**config.mk**
```make
export PLATFORM = sky130hd
export DESIGN_NAME = rcos_sequencer
export DESIGN_NICKNAME = d
export VERILOG_FILES = /design/src/core/rcos_sequencer.v
export VERILOG_INCLUDE_DIRS = /design/src /design/src/core
export SDC_FILE = /design/constraint.sdc
export NUM_CORES = 1
export LEC_CHECK = 0
export ABC_CLOCK_PERIOD_IN_PS = 2070
export BUFFER_PORTS_ARGS = -buffer_cell sky130_fd_sc_hd__buf_2
export CAP_MARGIN = 20
export CORE_ASPECT_RATIO = 0.7
export CORE_MARGIN = 5
export CORE_UTILIZATION = 42
export CTS_BUF_LIST = sky130_fd_sc_hd__clkbuf_2
export CTS_CLUSTER_DIAMETER = 150
export DETAILED_ROUTE_END_ITERATION = 7
export GPL_TIMING_DRIVEN = 0
export PLACE_DENSITY = 0.67
export SLEW_MARGIN = 40
export SYNTH_ARGS = -nofsm -noshare
export SYNTH_HDL_FRONTEND = slang
export SYNTH_SLANG_ARGS = --single-unit
```
**constraint.sdc**
```tcl
create_clock -name ref_clk -period 2.07 [get_ports ref_clk]
set_input_delay 0.1035 -clock ref_clk [delete_from_list [all_inputs] [get_ports ref_clk]]
set_output_delay 0.1035 -clock ref_clk [all_outputs]
set_load 0.02 [all_outputs]
```
**src/core/rcos_map.vh**
```
`ifndef RCOS_MAP_VH
`define RCOS_MAP_VH
`define RCOS_FETCH_DELAY 80
`define RCOS_BOOT_WINDOW 10
`define RCOS_FLOAT_WINDOW 80
`define RCOS_CLK_SETUP 10
`define RCOS_SYNC_STAGES 3
`define RCOS_FETCH_ADDR 32'h00000000
`endif

```
**src/core/rcos_sequencer.v**
```verilog
`timescale 1ns/10ps
`include "rcos_map.vh"
module rcos_sequencer #(
  parameter SYNC_STAGES = `RCOS_SYNC_STAGES,
  parameter FETCH_DELAY = `RCOS_FETCH_DELAY,
  parameter BOOT_WINDOW = `RCOS_BOOT_WINDOW,
  parameter FLOAT_WINDOW = `RCOS_FLOAT_WINDOW
) (
  input wire ref_clk,
  input wire reset,
  input wire ext_reset_n,
  input wire lockup_timer_reset,
  input wire boot_select_pin,
  input wire float_select_pin,
  input wire pio_owns_echo,
  input wire pio_echo_level,
  output wire clock_echo_pin,
  output wire periph_reset,
  output reg periph_reset_n_q,
  output reg core_fetch_enable_q,
  output reg [31:0] core_fetch_addr_q,
  output reg boot_mode_q,
  output reg float_mode_q,
  output reg io_inputs_only_q
);
  // The reset input and the reset pin force the sequencer at once; only release waits
  wire ext_async = reset | ~ext_reset_n;

  // Limits kept as integers so that no compare cuts a parameter
  localparam integer FETCH_LIMIT = FETCH_DELAY - SYNC_STAGES - 1;
  localparam integer PIN_COUNT = 3;
  localparam integer PIN_LOCKUP = 0;
  localparam integer PIN_BOOT = 1;
  localparam integer PIN_FLOAT = 2;
  // Float select idles high; resetting its flops high keeps power-on
  // from looking like the start of a low window
  localparam [2:0] PIN_IDLE = 3'h4;

  reg [SYNC_STAGES-1:0] ext_sync_q;
  reg [7:0] float_cnt_q;
  reg [7:0] fetch_cnt_q;
  reg ext_was_reset_q;
  wire [PIN_COUNT-1:0] pin_raw;
  wire [PIN_COUNT-1:0] pin_sync;
  wire wd_sync;
  wire boot_sync;
  wire float_sync;
  wire ext_released;
  wire ext_in_reset;
  wire release_now;
  wire any_reset;
  wire fetch_due;

  // Saturating step shared by the window and fetch counters
  function [7:0] rcos_win_step;
    input [7:0] cnt;
    input integer limit;
    begin
      if ({24'h000000, cnt} < limit) begin
        rcos_win_step = cnt + 8'h01;
      end else begin
        rcos_win_step = cnt;
      end
    end
  endfunction

  // True once a counter has covered its whole window
  function rcos_win_full;
    input [7:0] cnt;
    input integer limit;
    begin
      rcos_win_full = ({24'h000000, cnt} >= limit);
    end
  endfunction

  assign ext_released = ext_sync_q[SYNC_STAGES-1];
  assign ext_in_reset = ~ext_released;
  // First cycle out of an external reset, when the float verdict is taken
  assign release_now = ext_was_reset_q & ext_released;
  assign pin_raw = {float_select_pin, boot_select_pin, lockup_timer_reset};
  assign wd_sync = pin_sync[PIN_LOCKUP];
  assign boot_sync = pin_sync[PIN_BOOT];
  assign float_sync = pin_sync[PIN_FLOAT];

  // Release shifts a one through the chain
  always @(posedge ref_clk or posedge ext_async) begin
    if (ext_async) begin
      ext_sync_q <= {SYNC_STAGES{1'b0}};
    end else begin
      ext_sync_q <= {ext_sync_q[SYNC_STAGES-2:0], 1'b1};
    end
  end

  // Two flops per pin before any logic looks at it
  genvar gi;
  generate
    for (gi = 0; gi < PIN_COUNT; gi = gi + 1) begin : g_pin_sync
      reg meta_q;
      reg sync_q;
      always @(posedge ref_clk or posedge reset) begin
        if (reset) begin
          meta_q <= PIN_IDLE[gi];
          sync_q <= PIN_IDLE[gi];
        end else begin
          meta_q <= pin_raw[gi];
          sync_q <= meta_q;
        end
      end
      assign pin_sync[gi] = sync_q;
    end
  endgenerate

  // Boot follows the pin through the whole external reset, so the level
  // kept is the one seen at the very end of the final window
  always @(posedge ref_clk or posedge reset) begin
    if (reset) begin
      boot_mode_q <= 1'b0;
    end else if (ext_in_reset) begin
      boot_mode_q <= boot_sync;
    end
  end

  // Float select must stay low for the full window; a high restarts it.
  // A lockup reset never reaches this process, so both modes survive it.
  always @(posedge ref_clk or posedge reset) begin
    if (reset) begin
      float_cnt_q <= 8'h00;
      float_mode_q <= 1'b0;
      ext_was_reset_q <= 1'b1;
    end else begin
      ext_was_reset_q <= ext_in_reset;
      if (ext_in_reset) begin
        if (float_sync) begin
          float_cnt_q <= 8'h00;
        end else begin
          float_cnt_q <= rcos_win_step(float_cnt_q, FLOAT_WINDOW);
        end
      end else begin
        float_cnt_q <= 8'h00;
        if (release_now) begin
          float_mode_q <= rcos_win_full(float_cnt_q, FLOAT_WINDOW);
        end
      end
    end
  end

  assign any_reset = ext_in_reset | wd_sync;
  assign periph_reset = any_reset;

  // Cycles since every reset source let go; a lockup reset restarts it
  always @(posedge ref_clk or posedge ext_async) begin
    if (ext_async) begin
      fetch_cnt_q <= 8'h00;
    end else if (any_reset) begin
      fetch_cnt_q <= 8'h00;
    end else begin
      fetch_cnt_q <= rcos_win_step(fetch_cnt_q, FETCH_LIMIT);
    end
  end

  assign fetch_due = rcos_win_full(fetch_cnt_q, FETCH_LIMIT);

  // Entry is asynchronous, but this block leaves reset only after the
  // chain has released, so nothing here sees an unsynchronised edge
  always @(posedge ref_clk or posedge ext_async) begin
    if (ext_async) begin
      periph_reset_n_q <= 1'b0;
      core_fetch_enable_q <= 1'b0;
      core_fetch_addr_q <= `RCOS_FETCH_ADDR;
      io_inputs_only_q <= 1'b1;
    end else if (any_reset) begin
      periph_reset_n_q <= 1'b0;
      core_fetch_enable_q <= 1'b0;
      core_fetch_addr_q <= `RCOS_FETCH_ADDR;
      io_inputs_only_q <= 1'b1;
    end else begin
      periph_reset_n_q <= 1'b1;
      io_inputs_only_q <= 1'b0;
      if (fetch_due) begin
        core_fetch_enable_q <= 1'b1;
      end
    end
  end

  // Echo is a gated copy of the clock, forced low while the pin holds
  // reset even if the parallel I/O controller had taken the pin over
  assign clock_echo_pin = ext_reset_n & ~reset &
    (pio_owns_echo ? pio_echo_level : (ext_released & ref_clk));
endmodule

```
# ---- Word-level counts from Yosys, hierarchy flattened
# Cells that the tools add are included.
dict set report op_classes {
  bitwise 9
  magnitude_cmp 4
  add_sub_neg 2
  reduce_logical 4
  muxes 10
}
# cell count
set op_table {}
lappend op_table {{$mux W8} 5}
lappend op_table {{$add A8 B1 Y8 const B} 2}
lappend op_table {{$ge A8 B7 Y1 const B} 2}
lappend op_table {{$lt A8 B7 Y1 const B} 2}
lappend op_table {{$mux W1} 5}
lappend op_table {{$and A1 B1 Y1} 4}
lappend op_table {{$reduce_bool A2 Y1} 2}
lappend op_table {{$not A1 Y1} 3}
lappend op_table {{$reduce_bool A3 Y1} 1}
lappend op_table {{$or A1 B1 Y1} 2}
lappend op_table {{$reduce_and A2 Y1} 1}
dict set report word_totals {
  inputBits 8
  elab_cells 44
  reg_bits 31
  output_inout_bits 39
}

# ---- Longest topological paths before layout
dict set report depth {
  word_depth 4
  mapped_depth 6
  mapped_depth_nobuf 4
}

==> results.yml <==
routing:
  top_layer_used: "met4"
  avgRoutedWirePerCell_um: 10.25
  antenna_left: 0
  wl_met2_mm: 1.122
  wl_met1_mm: 1.306
  drc: 0
  dr_wl_met3_um: 261
  drt_iter0_drc: 52
  vias: 1088
  drt_first_pass_iters: 4
  via_per_inst: 4.121
  drt_wl_total_mm: 2.707
global_routing:
  grt_pass1_vias: 1058
  grt_pass1_wl_mm: 4.692
  grt_start_max_net_pins: 18
  grtUsageTotal: 0.1189
  overflow: 0
  antenna_found_initial: 0
timing:
  grt_setup_unrepaired: "no"
  hold_violations: 0
  holdWs_ns: 0.2357
  worst_slack_ns: 0.2894
  worstMarginPinSlew_ns: 0.6188
  slew_viol_final: 0
  relSlewSlack: 0.5870
  fin_skew_ns: 0.003134
  setup_viol: 0
  setup_tns_ns: 0
setup_path:
  cp-start-kind: "clock port"
  rr_startpoint: "fetch_cnt_q[2]$_DFFE_PN0P_"
  critPathMaxFanout: 2
  crit_path_start: "ref_clk"
  worstPathArrival_ns: 1.68
  cp_data_required_time_ns: 1.97
  end_kind: "output port"
  critical_path_class: "clk -> out"
clock_network:
  cts_resized: 0
  clock_latency_ns: 0.42
  path_clk_slew_ns: 0.14
  cts_tree: "built"
power_and_ir_drop:
  p_per_area_nw_per_um2: 606.7
  p_comb_frac: 0.150
  p_int_uw: 834.8
  peakVddDrop_mv: 0.4306
  p_leak_uw: 0.0009947
  switching_share: 0.2840
  p_sw_uw: 331.1
  clkPwrFrac: 0.303
  p_seq_frac: 0.547
logic_synthesis:
  synth_seq_cells: 31
  ys.flop_type: "dfrtp_1"
  synth-async-reset-ratio: 1.000
  synth_edf_count: 0
  synth_top_area_cell: "dfrtp_1"
  yosys-top-cells-count: "32 x buf_4, 27 x dfrtp_1, 11 x inv_1"
  synth_cell_types: 31
  synthCells: 153
  synthMostInstantiatedCell: "buf_4"
  synth_top_area_share: 0.4330
  ys_top_cells_by_area: "dfrtp_1 43%, buf_4 15%, dfstp_2 6.7%, ha_1 3.2%, mux2i_1 3.2%"
  netlist_area_um2: 1560
  seq_area_frac_synth: 0.5004
  post_synth.cell_area_avg_um2: 10.20
  ys_warn_count: 0
floorplanning:
  pin_count: 47
  die_y_um: 61.00
  dieWidth_um: 82.85
  rows: 18
  initial_core_util: 0.4385
  coreArea_um2: 3558
  floorplan.die_area_um2: 5053
cells_and_area:
  multiInputGateArea_um2: 604.3
  fillers: 320
  syn_to_final_growth_pct: 23.18
  seqCellArea_um2: 780.7
  nets: 225
  drive_above_1_share: 0.3131
  antennaDiodeCount: 0
placement:
  globalplace.congestion: 0.7925
  dp_slack_ns: 0.5539
  portBuffers: 14
  hpwlAfterDp_mm: 1.907
run_status:
  status: "finished, final reports clean"
hold_path:
  min_path_type: "in -> async"
run:
  max_cap_violations: 0
[critical path, stage by stage]
cell and delay, ns:
clkbuf_2 0.08, clkbuf_2 0.10, nand2_1 0.06, o21ai_0 0.08
and2_1 0.16, buf_2 0.15
[sequential cells by signal, summed over array words and instances (netlist names), 3 cells and up]
register           count
ext_sync_q             3
fetch_cnt_q            8
float_cnt_q            8
g_pin_sync.meta_q      3
[area by class of cell]
class	count	area share
Clock inverter	1	0.002604
Tap cell	50	0.03255
Clock buffer	11	0.02865
Multi-Input combinational cell	106	0.3145
Timing Repair Buffer	18	0.05990
Sequential cell	31	0.4063
Inverter	12	0.02344
Buffer	35	0.1322
[layer usage]
| layer | GRT usage | up-vias |
|---|---|---|
| met3 | 0.05970 | 2 |
| met2 | 0.1769 | 48 |
| li1 | - | 563 |
| met4 | 0.05828 | 0 |
| met1 | 0.1456 | 475 |
| met5 | 0 | - |
[logic make-up after synthesis]
| kind of cell | share of synthesized area |
|---|---|
| buf+inv | 0.1917 |
| simple gates | 0.1267 |
| flops | 0.5004 |
| compound gates | 0.1051 |
| mux | 0.03930 |
| fa+ha+maj | 0.03208 |
| other cells | 0.004813 |
[power by group through the flow]
stage | Clock [µW] | Sequential (µW) | Combinational [µW]
after floorplan | 8.90 | 655 | 133
after global placement | 10.2 | 648 | 163
after detailed placement | 10.2 | 649 | 164
after CTS | 374 | 638 | 172
after global routing | 409 | 642 | 194
final | 353 | 638 | 175
[worst paths after layout]
kind,to,slack (ns),cells after the start
worst max-delay path,clock_echo_pin,0.29,6
worst max register to register,fetch_cnt_q[2]$_DFFE_PN0P_,0.62,3
worst min register to register,ext_sync_q[1]$_DFF_PN0_,0.36,0
max in group asynchronous,float_cnt_q[5]$_DFFE_PP0P_,1.35,3
min in group ref_clk,g_pin_sync[2].meta_q$_DFF_PP1_,0.31,2
worst min-delay path,fetch_cnt_q[4]$_DFFE_PN0P_,0.24,3
[cells in the final DEF, fill, tap and decap left out]
cell / instances
conb_1: 33
buf_4: 32
dfrtp_1: 27
buf_2: 16
inv_1: 11
nand2_1: 10
clkbuf_2: 10
a21oi_1: 9
o21ai_0: 6
nand3_1: 6
nand2b_1: 5
mux2i_1: 5
dlygate4sd3_1: 5
nor2_1: 4
ha_1: 4
dfstp_2: 4
or3_1: 3
o31ai_1: 3
or4_1: 3
a41oi_1: 2
and2_1: 2
a211oi_1: 2
or2_2: 1
clkbuf_1: 1
mux2_2: 1
clkinv_1: 1
nor2b_4: 1
nand4bb_1: 1
a211o_1: 1
a21oi_2: 1
o21a_1: 1
and3_1: 1
o31a_1: 1
clkinv_2: 1
[stage by stage]
| stage | power, µW | util | cells | area, µm² |
|---|---|---|---|---|
| after floorplan | 796.8 | - | 184 | 1677 |
| after global placement | 821.4 | 0.5084 | 248 | 1809 |
| after detailed placement | 823.4 | 0.5091 | 248 | 1812 |
| after CTS | 1185 | 0.5387 | 264 | 1917 |
| after global routing | 1245 | 0.5401 | 264 | 1922 |
| final | 1166 | 0.5401 | 264 | 1922 |
[timing repair]
item                                   in CTS  in global routing
buffers inserted                            0                  0
hold buffers                                5                  0
endpoints found under the hold margin      30                  0
Note: power is estimated with default switching activity, not from simulation.
